[src/logic/epm_pkg.sv]
// Purpose: constants for the page-4 performance monitor bank
// Assumes: 8-bit register port, 5-bit in-page address
// Notes:   shared by the bank, the host model, the checker and the testbench
package epm_pkg;
	localparam logic [7:0] PAGE_STATUS   = 8'h04;
	localparam logic [4:0] A_SEQ_ERR     = 5'h10;
	localparam logic [4:0] A_SEQ_IVL     = 5'h11;
	localparam logic [4:0] A_IRQ_CODE    = 5'h12;
	localparam logic [4:0] A_FEB_HI      = 5'h13;
	localparam logic [4:0] A_FEB_LO      = 5'h14;
	localparam logic [4:0] A_JIT_MARGIN  = 5'h15;
	localparam logic [4:0] A_OVF_LATCH   = 5'h16;
	localparam logic [4:0] A_SYNC_LOSS   = 5'h17;
	localparam logic [4:0] A_ALIGN_BIT   = 5'h18;
	localparam logic [4:0] A_ALARM_CRC   = 5'h19;
	localparam logic [4:0] A_ERR_ALIGN   = 5'h1A;
	localparam logic [4:0] A_ALARM_LATCH = 5'h1B;
	localparam logic [4:0] A_BPV_HI      = 5'h1C;
	localparam logic [4:0] A_BPV_LO      = 5'h1D;
	localparam logic [4:0] A_CRC_HI      = 5'h1E;
	localparam logic [4:0] A_CRC_LO      = 5'h1F;
	// overflow latch bit positions
	localparam int OVF_SEQ   = 7;
	localparam int OVF_FEB   = 6;
	localparam int OVF_JIT   = 5;
	localparam int OVF_SYNC  = 4;
	localparam int OVF_BIT   = 3;
	localparam int OVF_EALN  = 2;
	localparam int OVF_BPV   = 1;
	localparam int OVF_CRC   = 0;
	// alarm latch bit positions, bit 0 unused; then the alarm-crc register flag bits
	localparam int ALM_RAI   = 7;
	localparam int ALM_AIS   = 6;
	localparam int ALM_SLOT16_ALL_ONES_ALARM = 5;
	localparam int ALM_LOS   = 4;
	localparam int ALM_AUX_PATTERN_ALARM  = 3;
	localparam int ALM_MULTIFRAME_ALARM = 2;
	localparam int ALM_SLIP  = 1;
	localparam int CRC_WIN_BIT  = 1;
	localparam int CRC_LONG_BIT = 0;
	// counter widths
	localparam int W8  = 8;
	localparam int W10 = 10;
	localparam int W16 = 16;
	// alarm-with-crc timing
	localparam int CLK_MHZ      = 250;
	localparam int ALARM_MIN_MS = 10;
	localparam int ALARM_MAX_MS = 450;
	localparam int ALARM_MIN_CYC = ALARM_MIN_MS * 1000 * CLK_MHZ;
	localparam int ALARM_MAX_CYC = ALARM_MAX_MS * 1000 * CLK_MHZ;
	localparam int TMR_W = 27;
	// jitter buffer margin
	localparam int JIT_MARGIN = 4;
	localparam int JIT_PTR_W  = 5;
	localparam logic [7:0] ZERO8 = 8'h00;
endpackage : epm_pkg

[src/logic/epm_bank.sv]
// Purpose: page-4 status bank with error counters and reporting latches
// Assumes: host port synchronous to clk_i; events are one-cycle strobes
// Notes:   read data registered, valid the cycle after the read strobe
module epm_bank (
	// clock and reset
	input  wire logic                clk_i,
	input  wire logic                reset_i,
	input  wire logic                ce_i,
	// host register port
	input  wire logic [7:0]          page_i,
	input  wire logic [4:0]          addr_i,
	input  wire logic                rd_i,
	input  wire logic                wr_i,
	input  wire logic [7:0]          wdata_i,
	output logic [7:0]               rdata_o,
	output logic                     rvalid_o,
	// receive path events
	input  wire logic                seq_err_i,
	input  wire logic                submf_i,
	input  wire logic                irq_raise_i,
	input  wire logic [7:0]          irq_category_code_i,
	input  wire logic                far_end_block_i,
	input  wire logic                bipolar_viol_i,
	input  wire logic                crc_block_err_i,
	input  wire logic                frame_tick_i,
	input  wire logic                sync_lost_i,
	input  wire logic [1:0]          align_bit_errs_i,
	input  wire logic                align_word_i,
	input  wire logic                rai_bit_i,
	input  wire logic                e_bit_i,
	input  wire logic [epm_pkg::ALM_RAI:epm_pkg::ALM_SLIP] alarm_evt_i,
	// jitter buffer pointers
	input  wire logic [epm_pkg::JIT_PTR_W-1:0] jit_fill_i,
	input  wire logic                jit_read_i,
	output logic                     jit_slow_o,
	output logic                     jit_fast_o
);
	import epm_pkg::*;

	////////////////////////////////////////////////////////////////
	// address decode
	logic sel, rd_hit, wr_hit;
	assign sel    = (page_i == PAGE_STATUS) && addr_i[4];
	assign rd_hit = ce_i && sel && rd_i;
	assign wr_hit = ce_i && sel && wr_i;

	function automatic logic hit(input logic [4:0] a, input logic [4:0] want);
		hit = (a == want);
	endfunction : hit

	// fill level inside the low or high guard band of the jitter buffer
	function automatic logic fill_low(input logic [JIT_PTR_W-1:0] f);
		fill_low = f < JIT_PTR_W'(JIT_MARGIN);
	endfunction : fill_low

	function automatic logic fill_high(input logic [JIT_PTR_W-1:0] f);
		fill_high = f > JIT_PTR_W'((1 << JIT_PTR_W) - 1 - JIT_MARGIN);
	endfunction : fill_high

	// read-clear latch; an event arriving with the clearing read survives
	function automatic logic [7:0] rc_latch(input logic [7:0] cur, input logic clr, input logic [7:0] evt);
		rc_latch = (clr ? ZERO8 : cur) | evt;
	endfunction : rc_latch

	////////////////////////////////////////////////////////////////
	// counters
	logic [W8-1:0]  seq_err_count, seq_interval_count, jitter_margin_count;
	logic [W8-1:0]  sync_loss_count, align_bit_err_count, errored_align_count;
	logic [W10-1:0] far_end_block_cnt, crc_block_cnt;
	logic [W16-1:0] bipolar_viol_cnt;
	logic [7:0]     wrap;
	logic           seq_wr, sync_q, sync_clr, jit_near, jit_near_q, bit_inc;
	logic [W8-1:0]  bit_err_next;
	logic           bit_wrap_q;

	assign seq_wr   = wr_hit && hit(addr_i, A_SEQ_ERR);
	assign sync_clr = sync_lost_i && !sync_q && frame_tick_i;
	assign jit_near = fill_low(jit_fill_i) || fill_high(jit_fill_i);

	// framer sync state sampled once per frame
	always_ff @(posedge clk_i) begin
		if (reset_i)
			sync_q <= 1'b0;
		else if (ce_i && frame_tick_i)
			sync_q <= sync_lost_i;
	end

	// jitter margin entry edge
	always_ff @(posedge clk_i) begin
		if (reset_i)
			jit_near_q <= 1'b0;
		else if (ce_i)
			jit_near_q <= jit_near;
	end

	// event counters; only the interval count can be cleared by the host
	epm_counter #(.W(W8)) u_seq (
		.clk_i   (clk_i),
		.reset_i (reset_i),
		.ce_i    (ce_i),
		.clear_i (1'b0),
		.inc_i   (seq_err_i),
		.count_o (seq_err_count),
		.wrap_o  (wrap[OVF_SEQ])
	);
	epm_counter #(.W(W8)) u_ivl (
		.clk_i   (clk_i),
		.reset_i (reset_i),
		.ce_i    (ce_i),
		.clear_i (seq_wr),
		.inc_i   (submf_i),
		.count_o (seq_interval_count),
		.wrap_o  ()
	);
	epm_counter #(.W(W10)) u_feb (
		.clk_i   (clk_i),
		.reset_i (reset_i),
		.ce_i    (ce_i),
		.clear_i (1'b0),
		.inc_i   (far_end_block_i),
		.count_o (far_end_block_cnt),
		.wrap_o  (wrap[OVF_FEB])
	);
	epm_counter #(.W(W8)) u_jit (
		.clk_i   (clk_i),
		.reset_i (reset_i),
		.ce_i    (ce_i),
		.clear_i (1'b0),
		.inc_i   (jit_near && !jit_near_q),
		.count_o (jitter_margin_count),
		.wrap_o  (wrap[OVF_JIT])
	);
	epm_counter #(.W(W8)) u_sync (
		.clk_i   (clk_i),
		.reset_i (reset_i),
		.ce_i    (ce_i),
		.clear_i (sync_clr),
		.inc_i   (frame_tick_i && sync_lost_i),
		.count_o (sync_loss_count),
		.wrap_o  (wrap[OVF_SYNC])
	);
	epm_counter #(.W(W8)) u_ealn (
		.clk_i   (clk_i),
		.reset_i (reset_i),
		.ce_i    (ce_i),
		.clear_i (1'b0),
		.inc_i   (bit_inc),
		.count_o (errored_align_count),
		.wrap_o  (wrap[OVF_EALN])
	);
	epm_counter #(.W(W16)) u_bpv (
		.clk_i   (clk_i),
		.reset_i (reset_i),
		.ce_i    (ce_i),
		.clear_i (1'b0),
		.inc_i   (bipolar_viol_i),
		.count_o (bipolar_viol_cnt),
		.wrap_o  (wrap[OVF_BPV])
	);
	epm_counter #(.W(W10)) u_crc (
		.clk_i   (clk_i),
		.reset_i (reset_i),
		.ce_i    (ce_i),
		.clear_i (1'b0),
		.inc_i   (crc_block_err_i),
		.count_o (crc_block_cnt),
		.wrap_o  (wrap[OVF_CRC])
	);

	// bit error counter adds up to three errored bits per word
	assign bit_err_next = align_bit_err_count + {6'h00, align_bit_errs_i};
	assign bit_inc      = align_word_i && (align_bit_errs_i != 2'h0);
	// own flop keeps the wrap vector free of mixed drivers
	assign wrap[OVF_BIT] = bit_wrap_q;
	always_ff @(posedge clk_i) begin
		if (reset_i) begin
			align_bit_err_count <= ZERO8;
			bit_wrap_q          <= 1'b0;
		end else if (ce_i) begin
			bit_wrap_q <= bit_inc && (bit_err_next < align_bit_err_count);
			if (bit_inc)
				align_bit_err_count <= bit_err_next;
		end
	end

	////////////////////////////////////////////////////////////////
	// jitter read clock steering while inside the margin
	always_ff @(posedge clk_i) begin
		if (reset_i) begin
			jit_slow_o <= 1'b0;
			jit_fast_o <= 1'b0;
		end else if (ce_i) begin
			jit_slow_o <= fill_low(jit_fill_i);
			jit_fast_o <= fill_high(jit_fill_i);
		end
	end

	////////////////////////////////////////////////////////////////
	// interrupt category vector
	logic [7:0] irq_code_q;
	always_ff @(posedge clk_i) begin
		if (reset_i)
			irq_code_q <= ZERO8;
		else if (ce_i && irq_raise_i)
			irq_code_q <= irq_category_code_i;
	end

	////////////////////////////////////////////////////////////////
	// overflow and alarm latches; set wins over the read clear
	logic [7:0] ovf_q, alarm_q;
	always_ff @(posedge clk_i) begin
		if (reset_i)
			ovf_q <= ZERO8;
		else if (ce_i)
			ovf_q <= rc_latch(ovf_q, rd_hit && hit(addr_i, A_OVF_LATCH), wrap);
	end

	always_ff @(posedge clk_i) begin
		if (reset_i)
			alarm_q <= ZERO8;
		else if (ce_i)
			alarm_q <= rc_latch(alarm_q, rd_hit && hit(addr_i, A_ALARM_LATCH), {alarm_evt_i, 1'b0});
	end

	////////////////////////////////////////////////////////////////
	// remote alarm with continuous crc timing
	logic [TMR_W-1:0] alarm_tmr;
	logic             crc_long_q, crc_win_q, alarm_cond;
	assign alarm_cond = rai_bit_i && !e_bit_i;
	always_ff @(posedge clk_i) begin
		if (reset_i)
			alarm_tmr <= '0;
		else if (ce_i) begin
			if (!alarm_cond)
				alarm_tmr <= '0;
			else if (alarm_tmr <= TMR_W'(ALARM_MAX_CYC))
				alarm_tmr <= alarm_tmr + 1'b1;    // stops just past the long limit
		end
	end

	// long flag is a live status; window flag latches and clears on read
	always_ff @(posedge clk_i) begin
		if (reset_i) begin
			crc_long_q <= 1'b0;
			crc_win_q  <= 1'b0;
		end else if (ce_i) begin
			crc_long_q <= alarm_cond && (alarm_tmr > TMR_W'(ALARM_MIN_CYC));
			crc_win_q  <= (rd_hit && hit(addr_i, A_ALARM_CRC) ? 1'b0 : crc_win_q)
				| (alarm_cond && (alarm_tmr > TMR_W'(ALARM_MIN_CYC))
				&& (alarm_tmr < TMR_W'(ALARM_MAX_CYC)));
		end
	end

	////////////////////////////////////////////////////////////////
	// low-byte snapshots taken when the high part is read
	logic [7:0] feb_snap, bpv_snap, crc_snap;
	always_ff @(posedge clk_i) begin
		if (reset_i) begin
			feb_snap <= ZERO8;
			bpv_snap <= ZERO8;
			crc_snap <= ZERO8;
		end else if (rd_hit) begin
			if (hit(addr_i, A_FEB_HI))
				feb_snap <= far_end_block_cnt[7:0];
			if (hit(addr_i, A_BPV_HI))
				bpv_snap <= bipolar_viol_cnt[7:0];
			if (hit(addr_i, A_CRC_HI))
				crc_snap <= crc_block_cnt[7:0];
		end
	end

	////////////////////////////////////////////////////////////////
	// read mux, registered; unused bits read zero
	logic [7:0] rmux;
	always_comb begin
		case (addr_i)
			A_SEQ_ERR:     rmux = seq_err_count;
			A_SEQ_IVL:     rmux = seq_interval_count;
			A_IRQ_CODE:    rmux = irq_code_q;
			A_FEB_HI:      rmux = {6'h00, far_end_block_cnt[9:8]};
			A_FEB_LO:      rmux = feb_snap;
			A_JIT_MARGIN:  rmux = jitter_margin_count;
			A_OVF_LATCH:   rmux = ovf_q;
			A_SYNC_LOSS:   rmux = sync_loss_count;
			A_ALIGN_BIT:   rmux = align_bit_err_count;
			A_ALARM_CRC:   rmux = {6'h00, crc_win_q, crc_long_q};
			A_ERR_ALIGN:   rmux = errored_align_count;
			A_ALARM_LATCH: rmux = alarm_q;
			A_BPV_HI:      rmux = bipolar_viol_cnt[15:8];
			A_BPV_LO:      rmux = bpv_snap;
			A_CRC_HI:      rmux = {6'h00, crc_block_cnt[9:8]};
			A_CRC_LO:      rmux = crc_snap;
			default:       rmux = ZERO8;
		endcase
	end

	always_ff @(posedge clk_i) begin
		if (reset_i) begin
			rdata_o  <= ZERO8;
			rvalid_o <= 1'b0;
		end else if (ce_i) begin
			rvalid_o <= rd_hit;
			if (rd_hit)
				rdata_o <= rmux;
		end
	end
endmodule : epm_bank

[src/logic/epm_counter.sv]
// Purpose: saturating-free wrap counter with overflow pulse
// Assumes: one increment per enabled clock at most
// Notes:   width set per instance
module epm_counter #(
	parameter int W = 8
) (
	// clock and control
	input  wire logic         clk_i,
	input  wire logic         reset_i,
	input  wire logic         ce_i,
	input  wire logic         clear_i,
	input  wire logic         inc_i,
	// result
	output logic [W-1:0]      count_o,
	output logic              wrap_o
);
	////////////////////////////////////////////////////////////////
	// count wraps to zero past its top value; clear beats increment
	always_ff @(posedge clk_i) begin
		if (reset_i) begin
			count_o <= '0;
			wrap_o  <= 1'b0;
		end else if (ce_i) begin
			wrap_o <= inc_i && !clear_i && (&count_o);
			if (clear_i)
				count_o <= '0;
			else if (inc_i)
				count_o <= count_o + 1'b1;
		end
	end
endmodule : epm_counter

[config.mk]
export PLATFORM = sky130hd
export DESIGN_NAME = epm_bank
export DESIGN_NICKNAME = d
export VERILOG_FILES = /design/src/logic/epm_pkg.sv /design/src/logic/epm_bank.sv /design/src/logic/epm_counter.sv
export SDC_FILE = /design/constraint.sdc
export NUM_CORES = 1
export LEC_CHECK = 0
export ABC_AREA = 1
export BUFFER_PORTS_ARGS = -buffer_cell sky130_fd_sc_hd__buf_2
export CORE_UTILIZATION = 55
export DETAILED_ROUTE_END_ITERATION = 6
export GPL_ROUTABILITY_DRIVEN = 0
export GPL_TIMING_DRIVEN = 0
export HOLD_SLACK_MARGIN = 0.15
export PLACE_DENSITY = 0.8
export SYNTH_ARGS = -nofsm -noshare
export SYNTH_HDL_FRONTEND = slang
export SYNTH_SLANG_ARGS = --single-unit
[constraint.sdc]
create_clock -name clk_i -period 3.3 [get_ports clk_i]
set_input_delay 0.66 -clock clk_i [delete_from_list [all_inputs] [get_ports clk_i]]
set_output_delay 0.66 -clock clk_i [all_outputs]
set_load 0.01 [all_outputs]
==> results.sh, run 1 <==
export IMPL_status="finished with violations"
export IMPL_violations="DRC"
export IMPL_synth_ff_type="dfxtp_1"
export IMPL_coreArea_sq_um=17200
export IMPL_arrival_ns=2.49
export IMPL_grt_pass1_vias=8562
export IMPL_synth_area_top_cells="dfxtp_1, nand2_1, nor2_1"
export IMPL_syn_avg_cell_area_sq_um=6.45
export IMPL_rsz0062_at_grt="no"
export IMPL_antenna_left=0
export IMPL_fmax_ghz=0.472
export IMPL_p_per_area_nw_per_um2=435
export IMPL_dpl_cell_area_sq_um=10200
export IMPL_ir_worst_vdd_mv=0.372
export IMPL_crit_chain="ha_1, nand3_1, nor2_2, nand3b_1, nor2_1, nand2_1, nor3_1, nand2_1, a21oi_1"
export IMPL_yosysTopAreaCell="dfxtp_1"
export IMPL_synth_seq_area_share_pct=37.6
export IMPL_synth_top_family_by_area="simple AND/OR/NAND/NOR gates"
export IMPL_critPathSlowestCell="dfxtp_1"
export IMPL_cp_start_kind="register"
export IMPL_crit_required_ns=3.67
export IMPL_cts_setup_buffers=0
export IMPL_synth_top_area_share_pct=37.6
export IMPL_synth_common_cells="nand2_1, nor2_1, dfxtp_1, a21oi_1, inv_1"
export IMPL_die_x_um=134
export IMPL_slew_viol_final=0
export IMPL_worstMarginPinSlew_ns=0.900
export IMPL_cts_hold_buf=0
export IMPL_clk_pin_slew_ns=0.07
export IMPL_skew_ns=0.0104
export IMPL_avgRoutedWirePerCell_um=14.9
export IMPL_overflow=0
export IMPL_drc=1
export IMPL_cp_max_fo=8
export IMPL_wl_um=27000
export IMPL_dp_hpwl_um=19900
export IMPL_cp_num_cells=9
export IMPL_drt_initial_drc_count=1038
export IMPL_cts_tree="yes"
export IMPL_fin_nets=1649
export IMPL_hold_class="reg -> reg"
export IMPL_synth_edf_count=0
export IMPL_crit_path_max_incr_delay_ns=0.47
export IMPL_final_setup_tns_ns=0
export IMPL_cellLeakagePower_uw=0.00418
export IMPL_async_reset_ff_share_pct=0
export IMPL_synth_most_common_cell="nand2_1"
export IMPL_placed_cells=1779
export IMPL_synth_adder_area_share_pct=2.16
export IMPL_yosys_warnings=0
export IMPL_rows=48
export IMPL_netlist_area_sq_um=9640
export IMPL_htree_levels=4
export IMPL_whs_ns=0.461
export IMPL_synthCells=1495
export IMPL_syn_to_final_growth_pct=12.5
export IMPL_gr_usage_all_layers_pct=30.5
export IMPL_die_area_sq_um=18100
export IMPL_total_power_uw=4720
export IMPL_io_buffers=59
export IMPL_ys_ff_latch=181
export IMPL_clock_path_buffers=2
export IMPL_numCtsBuffers=17
export IMPL_diodes=0
export IMPL_crit_buf_inv=0
export IMPL_r2r_cells=9
export IMPL_synth_simple_gate_area_share_pct=36.7
export IMPL_path_delay_family="simple AND/OR/NAND/NOR gates"
export IMPL_cts_sinks=181
export IMPL_path_common_cell="nand2_1"
export IMPL_finalSetupViolCount=0
export IMPL_critPathKind="reg -> reg"
export IMPL_synth_mux_area_fraction_pct=0
export IMPL_yosysUniqueCellTypes=45
export IMPL_endpoint_kind="register"
export IMPL_report_final_hold_viol_count=0
export IMPL_cts_resized=0
export IMPL_fp_dieH_um=134
export IMPL_whs_path_depth=2
export IMPL_synth_xor_area_share_pct=2.18
export IMPL_antenna_found_initial=0
export IMPL_num_vias=9875
export IMPL_grt_pass1_wl_um=43200
export IMPL_ios=71
export IMPL_insertion_delay_ns=0.43
export IMPL_drtPass1Iterations=7
export IMPL_syn_num_nets=1571
export IMPL_avgViaCountPerCell=5.45
export IMPL_final_cell_area_sq_um=10800
export IMPL_drv_cap=0
export IMPL_grt_max_degree=17
export IMPL_layout_drive_gt1_share_pct=8.32
export IMPL_maxSlewHeadroom_pct=40.0
export IMPL_fin_crit_ns=2.12
export IMPL_min_period_over_period_pct=64.3
export IMPL_fin_cells=1811
export IMPL_synth_compound_area_share_pct=13.2
export IMPL_ctsRootBufferMaster="clkbuf_16"
export IMPL_start_util_pct=56.1
==> path summary, 6_finish.rpt <==
| kind | start | to | slack (ns) |
|---|---|---|---|
| hold reg to reg | feb_snap[2]$_SDFFE_PP0P_ | feb_snap[2]$_SDFFE_PP0P_ | 0.46 |
| setup reg to reg | alarm_tmr[0]$_SDFFE_PP0P_ | alarm_tmr[26]$_SDFFE_PP0P_ | 1.18 |
| setup / recovery | alarm_tmr[0]$_SDFFE_PP0P_ | alarm_tmr[26]$_SDFFE_PP0P_ | 1.18 |
| hold / removal | feb_snap[2]$_SDFFE_PP0P_ | feb_snap[2]$_SDFFE_PP0P_ | 0.46 |
==> logic make-up after synthesis <==
kind of cell,after synthesis
AO/OA/AOI/OAI,244
XOR/XNOR,24
adder cells (fa/ha/maj),16
buffers and inverters,191
flip-flops,181
AND/OR/NAND/NOR,839
==> state kept, by name, summed over array words and instances (netlist names), 7 cells and up <==
register and cells:
u_ealn.count_o 8, alarm_tmr 27, u_jit.count_o 8, u_ivl.count_o 8, irq_code_q 8, u_crc.count_o 10
alarm_q 7, ovf_q 8, bpv_snap 8, u_bpv.count_o 16, crc_snap 8, rdata_o 8
feb_snap 8, u_feb.count_o 10, u_seq.count_o 8, u_sync.count_o 8, align_bit_err_count 8
==> tightest hold or removal path, stage by stage (launching register included) <==
cell,delay (ns)
dfxtp_1,0.31
nand2_1,0.06
a21oi_1,0.05
==> cells in the final DEF (no fill, tap or decap), drive strengths merged, types with 2 or more instances in the layout <==
cell,count
nor3,34
a211oi,3
nand3,135
xor2,21
clkbuf,48
o21a,5
buf,79
clkinvlp,2
a31oi,2
nor4,3
bufinv,3
nor2,227
o311ai,2
and2,2
nand4,16
o21ai,77
nand2,414
inv,146
clkinv,4
xnor2,3
a21oi,149
nor3b,5
dfxtp,181
ha,15
a221oi,3
==> layer usage <==
| metal | up-vias | wire length [um] | global-route usage [%] |
|---|---|---|---|
| li1 | 4999 | - | - |
| met4 | 0 | 713 | 11.4 |
| met1 | 4468 | 12300 | 43.0 |
| met2 | 349 | 12100 | 47.3 |
| met5 | - | 0 | 0 |
| met3 | 59 | 1830 | 4.23 |
==> cell type report <==
type,instances,area (sq um)
Clock inverter,11,168
Multi-Input combinational cell,1123,5230
Buffer,47,243
Sequential cell,181,3620
Inverter,144,541
Timing Repair Buffer,59,295
Tap cell,225,282
Clock buffer,21,460
Fill cell,1625,6330
==> per-stage QoR <==
stage	setup slack, ns	utilization, %
after floorplan	1.08	-
after global placement	0.815	59.5
after detailed placement	0.789	59.5
after CTS	1.18	63.1
after global routing	1.04	63.1
final	1.18	63.1
==> where the power goes <==
group	internal, uW	total, uW	leakage, uW	switching, uW
combinational	92.4	302	0.00242	210
clock	1250	2170	0.000299	913
sequential	2220	2250	0.00146	30.2
total	3560	4720	0.00418	1150
Note: power is estimated with default switching activity, not from simulation.
==> run 2: changes to the inputs <==
==> constraint.sdc (replaced) <==
create_clock -name clk_i -period 2.2 [get_ports clk_i]
set_input_delay 0.44 -clock clk_i [delete_from_list [all_inputs] [get_ports clk_i]]
set_output_delay 0.44 -clock clk_i [all_outputs]
set_load 0.01 [all_outputs]
==> run 2 against run 1 <==
- the flow now finishes without violations
- clock skew is 0.00051 ns lower
- largest power group unchanged
- global-route usage unchanged
- non-clock buffer count unchanged
- hold slack got worse by 0.21 ns
- critical path type unchanged
- maximum frequency rose by 2.6%
- critical endpoint unchanged
==> results.sh, run 2 (same netlist as run 1, synthesis figures left out) <==
export IMPL_status="completed"
export IMPL_cp_max_fo=8
export IMPL_critPathSlowestCell="dfxtp_1"
export IMPL_overflow=0
export IMPL_whs_ns=0.251
export IMPL_insertion_delay_ns=0.43
export IMPL_start_util_pct=56.1
export IMPL_report_final_hold_viol_count=0
export IMPL_fp_dieH_um=134
export IMPL_io_buffers=59
export IMPL_cts_tree="yes"
export IMPL_worstMarginPinSlew_ns=0.917
export IMPL_skew_ns=0.00988
export IMPL_critPathKind="reg -> reg"
export IMPL_syn_to_final_growth_pct=12.6
export IMPL_fmax_ghz=0.484
export IMPL_layout_drive_gt1_share_pct=8.45
export IMPL_crit_path_max_incr_delay_ns=0.48
export IMPL_num_vias=9913
export IMPL_swShare_pct=24.5
export IMPL_clk_pin_slew_ns=0.07
export IMPL_htree_levels=4
export IMPL_antenna_found_initial=0
export IMPL_fillCellCount=1623
export IMPL_rsz0062_at_grt="no"
export IMPL_path_common_cell="nand2_1"
export IMPL_endpoint_kind="register"
export IMPL_cellLeakagePower_uw=0.00418
export IMPL_placed_cells=1779
export IMPL_slew_viol_final=0
export IMPL_p_clk_share_pct=45.9
export IMPL_hold_class="in -> reg"
export IMPL_largest_register_ff_count=27
export IMPL_drt_initial_drc_count=1018
export IMPL_arrival_ns=2.43
export IMPL_regMostFlops="alarm_tmr"
export IMPL_path_delay_family="simple AND/OR/NAND/NOR gates"
export IMPL_wl_um=27100
export IMPL_drtPass1Iterations=6
export IMPL_avgViaCountPerCell=5.47
export IMPL_clock_path_buffers=2
export IMPL_die_area_sq_um=18100
export IMPL_crit_chain="ha_2, nand3_1, nor2_2, nand3b_1, nor2_1, nand2_1, nor3_1, nand2_1, a21oi_1"
export IMPL_avgRoutedWirePerCell_um=15.0
export IMPL_fin_crit_ns=2.07
export IMPL_cp_start_kind="register"
export IMPL_diodes=0
export IMPL_fin_nets=1649
export IMPL_final_common_cell="nand2_1"
export IMPL_min_period_over_period_pct=93.9
export IMPL_gr_usage_all_layers_pct=30.5
export IMPL_numCtsBuffers=17
export IMPL_p_sw_uw=1730
export IMPL_dp_hpwl_um=19900
export IMPL_ios=71
export IMPL_crit_buf_inv=0
export IMPL_total_power_uw=7080
export IMPL_drv_cap=0
export IMPL_reg_largest_list="alarm_tmr (27), u_bpv.count_o (16)"
export IMPL_ctsRootBufferMaster="clkbuf_16"
export IMPL_antenna_left=0
export IMPL_grt_pass1_vias=8562
export IMPL_die_x_um=134
export IMPL_final_setup_tns_ns=0
export IMPL_crit_required_ns=2.56
export IMPL_internal_power_uw=5340
export IMPL_cts_sinks=181
export IMPL_coreArea_sq_um=17200
export IMPL_grt_max_degree=17
export IMPL_grt_pass1_wl_um=43200
export IMPL_p_per_area_nw_per_um2=653
export IMPL_p_seq_share_pct=47.6
export IMPL_final_cell_mix="nand2_1, nor2_1, dfxtp_1, a21oi_1, inv_1"
export IMPL_drc=0
export IMPL_maxSlewHeadroom_pct=38.9
export IMPL_finalSetupViolCount=0
export IMPL_rows=48
export IMPL_fin_cells=1811
export IMPL_power_frac_comb_pct=6.4
export IMPL_ir_worst_vdd_mv=0.561
[run 2: final timing paths]
kind	start	end	slack, ns	cells past startpoint
worst min-delay path	alarm_evt_i[4]	alarm_q[4]$_SDFFE_PP0P_	0.25	3
worst max register to register	alarm_tmr[0]$_SDFFE_PP0P_	alarm_tmr[26]$_SDFFE_PP0P_	0.13	9
worst max-delay path	alarm_tmr[0]$_SDFFE_PP0P_	alarm_tmr[26]$_SDFFE_PP0P_	0.13	9
worst min register to register	feb_snap[2]$_SDFFE_PP0P_	feb_snap[2]$_SDFFE_PP0P_	0.46	2
[run 2: through the flow]
step                setup slack, ns  utilization [%]  instance area [sq um]
floorplan                     0.198                -                   9640
global placement            -0.0652             59.5                  10200
detailed placement          -0.0906             59.5                  10200
CTS                          0.0773             63.1                  10800
global route                 0.0227             63.1                  10800
finish                        0.133             63.1                  10800
[run 2: power groups by stage]
stage / clock [uW] / combinational [uW] / sequential (uW)
floorplan: 0 / 274 / 3430
global placement: 0 / 433 / 3450
detailed placement: 0 / 444 / 3450
CTS: 3250 / 447 / 3370
global route: 3390 / 504 / 3380
finish: 3250 / 454 / 3370
[run 2: worst register-to-register path, stage by stage (launching register included)]
cell      delay, ns
dfxtp_1        0.48
ha_2           0.33
nand3_1        0.21
nor2_2         0.31
nand3b_1       0.12
nor2_1         0.12
nand2_1        0.09
nor3_1         0.16
nand2_1        0.07
a21oi_1        0.12
[run 2: layout make-up]
class,count,area [sq um],area share (%)
multi-input combinational,1123,5240,48.3
sequential,181,3620,33.4
inverter,144,541,4.98
clock buffer,21,460,4.24
timing repair buffer,59,295,2.72
tap,225,282,2.60
buffer,47,243,2.24
clock inverter,11,168,1.55
[run 2: routing by layer]
metal / wire length [um] / share of wire (%) / vias up / GRT usage (%)
met4: 695 / 2.6 / 0 / 11.4
met1: 12400 / 46 / 4511 / 43.0
met2: 12200 / 45 / 352 / 47.3
met3: 1820 / 6.7 / 53 / 4.23
li1: - / - / 4997 / -
met5: 0 / 0 / - / 0
[run 2: what timing repair did]
| action | in CTS | in global routing |
|---|---|---|
| setup endpoints to repair | 0 | 5 |
| gates resized for setup | 0 | 2 |
| hold buffers | 0 | 0 |
| buffers inserted | 0 | 0 |
==> run 3: changes to the inputs <==
--- a/config.mk
+++ b/config.mk
@@ -7,6 +7,7 @@
 export LEC_CHECK = 0
 export ABC_AREA = 1
 export BUFFER_PORTS_ARGS = -buffer_cell sky130_fd_sc_hd__buf_2
+export CORE_ASPECT_RATIO = 0.75
 export CORE_UTILIZATION = 55
 export DETAILED_ROUTE_END_ITERATION = 6
 export GPL_ROUTABILITY_DRIVEN = 0
==> run 3 against run 2 <==
- the flow now finishes with violations (DRC)
- power down 1.6%
- cell count up 0.61%
- non-clock buffer count is the same
- hold slack got worse by 0.0022 ns
- first-iteration DRC count rose by 28%
- cell area barely moved
- sequential share of layout area about the same
- via count up 1.6%
- wire length rose by 3.8%
- critical path type unchanged
- critical endpoint is now bit_wrap_q$_SDFFE_PP0P_
- largest cell class unchanged
- largest power group unchanged
==> results.sh, run 3 (same netlist as run 1, synthesis figures left out) <==
export IMPL_status="finished with violations"
export IMPL_violations="DRC"
export IMPL_avgViaCountPerCell=5.53
export IMPL_worstMarginPinSlew_ns=0.848
export IMPL_ir_worst_vdd_mv=0.485
export IMPL_clock_path_buffers=2
export IMPL_crit_required_ns=2.48
export IMPL_critPathKind="reg -> reg"
export IMPL_p_sw_uw=1750
export IMPL_final_common_cell="nand2_1"
export IMPL_clk_pin_slew_ns=0.07
export IMPL_final_setup_tns_ns=0
export IMPL_fin_nets=1649
export IMPL_cp_max_fo=3
export IMPL_min_period_over_period_pct=92.4
export IMPL_grt_pass1_wl_um=44900
export IMPL_insertion_delay_ns=0.44
export IMPL_ios=71
export IMPL_cts_setup_buffers=0
export IMPL_rsz0062_at_grt="no"
export IMPL_reg_largest_list="alarm_tmr (27), u_bpv.count_o (16)"
export IMPL_coreArea_sq_um=17000
export IMPL_grt_max_degree=17
export IMPL_drtPass1Iterations=7
export IMPL_slew_viol_final=0
export IMPL_fillCellCount=1595
export IMPL_swShare_pct=25.1
export IMPL_cts_hold_buf=0
export IMPL_power_frac_comb_pct=6.6
export IMPL_cp_start_kind="register"
export IMPL_post_place_ws_ns=-0.128
export IMPL_maxSlewHeadroom_pct=43.5
export IMPL_htree_levels=4
export IMPL_numCtsBuffers=17
export IMPL_placed_cells=1790
export IMPL_final_setup_worst_slack_ns=0.166
export IMPL_dp_hpwl_um=20700
export IMPL_largest_register_ff_count=27
export IMPL_gr_usage_all_layers_pct=31.9
export IMPL_layout_drive_gt1_share_pct=8.76
export IMPL_ctsRootBufferMaster="clkbuf_16"
export IMPL_avgRoutedWirePerCell_um=15.4
export IMPL_die_area_sq_um=18100
export IMPL_report_final_hold_viol_count=0
export IMPL_fmax_ghz=0.492
export IMPL_total_power_uw=6970
export IMPL_cts_resized=0
export IMPL_cts_tree="yes"
export IMPL_drv_cap=0
export IMPL_start_util_pct=56.8
export IMPL_diodes=0
export IMPL_fp_dieH_um=117
export IMPL_die_x_um=155
export IMPL_hold_class="in -> reg"
export IMPL_antenna_left=0
export IMPL_fin_cells=1822
export IMPL_p_clk_share_pct=45.0
export IMPL_regMostFlops="alarm_tmr"
export IMPL_skew_ns=0.00952
export IMPL_drc=12
export IMPL_drt_initial_drc_count=1298
export IMPL_wl_um=28100
export IMPL_p_per_area_nw_per_um2=643
export IMPL_fin_crit_ns=2.03
export IMPL_final_cell_mix="nand2_1, nor2_1, dfxtp_1, a21oi_1, inv_1"
export IMPL_internal_power_uw=5220
export IMPL_syn_to_final_growth_pct=12.5
export IMPL_cts_sinks=181
export IMPL_p_seq_share_pct=48.4
export IMPL_whs_ns=0.249
export IMPL_arrival_ns=2.32
export IMPL_grt_pass1_vias=8875
export IMPL_antenna_found_initial=0
export IMPL_rows=41
export IMPL_cellLeakagePower_uw=0.00417
export IMPL_finalSetupViolCount=0
export IMPL_io_buffers=59
export IMPL_overflow=0
export IMPL_endpoint_kind="register"
export IMPL_num_vias=10100
## run 3: metal layers
layer | up-vias | GRT usage, % | wire length, um
li1 | 4996 | - | -
met1 | 4541 | 45.7 | 12900
met2 | 483 | 47.8 | 11500
met3 | 55 | 7.79 | 3160
met4 | 0 | 8.65 | 565
met5 | - | 0 | 0
## run 3: power groups by stage
stage               clock network (uW)  logic [uW]  registers [uW]
global route                      3270         507            3380
finish                            3140         460            3370
detailed placement                   0         444            3440
floorplan                            0         274            3430
CTS                               3140         448            3370
global placement                     0         434            3440
## run 3: path summary, 6_finish.rpt
| check | slack [ns] | start | depth (start not counted) | to |
|---|---|---|---|---|
| worst max-delay path | 0.17 | align_bit_err_count[0]$_SDFFE_PP0P_ | 11 | bit_wrap_q$_SDFFE_PP0P_ |
| worst min register to register | 0.46 | irq_code_q[2]$_SDFFE_PP0P_ | 2 | irq_code_q[2]$_SDFFE_PP0P_ |
| worst max register to register | 0.17 | align_bit_err_count[0]$_SDFFE_PP0P_ | 11 | bit_wrap_q$_SDFFE_PP0P_ |
| worst min-delay path | 0.25 | alarm_evt_i[6] | 3 | alarm_q[6]$_SDFFE_PP0P_ |
## run 3: layout make-up
type	count	area, sq um	share of cell area (%)
Clock buffer	19	453	4.18
Multi-Input combinational cell	1123	5250	48.4
Inverter	144	541	4.98
Tap cell	236	295	2.72
Clock inverter	13	144	1.33
Sequential cell	181	3620	33.4
Buffer	47	243	2.24
Timing Repair Buffer	59	295	2.72
## run 3: metrics by stage
step | util, % | area, sq um
after floorplan | - | 9640
after global routing | 63.9 | 10800
after global placement | 60.2 | 10200
final | 63.9 | 10800
after detailed placement | 60.2 | 10200
after CTS | 63.7 | 10800
## run 3: critical path: stages, from the launching register on
cell	delay, ns
dfxtp_1	0.34
ha_2	0.20
fa_2	0.36
inv_1	0.10
nor2_1	0.06
ha_1	0.30
xor2_1	0.16
nand3_1	0.10
nand2_1	0.08
nand2_1	0.05
nand2_1	0.07
a21oi_1	0.06
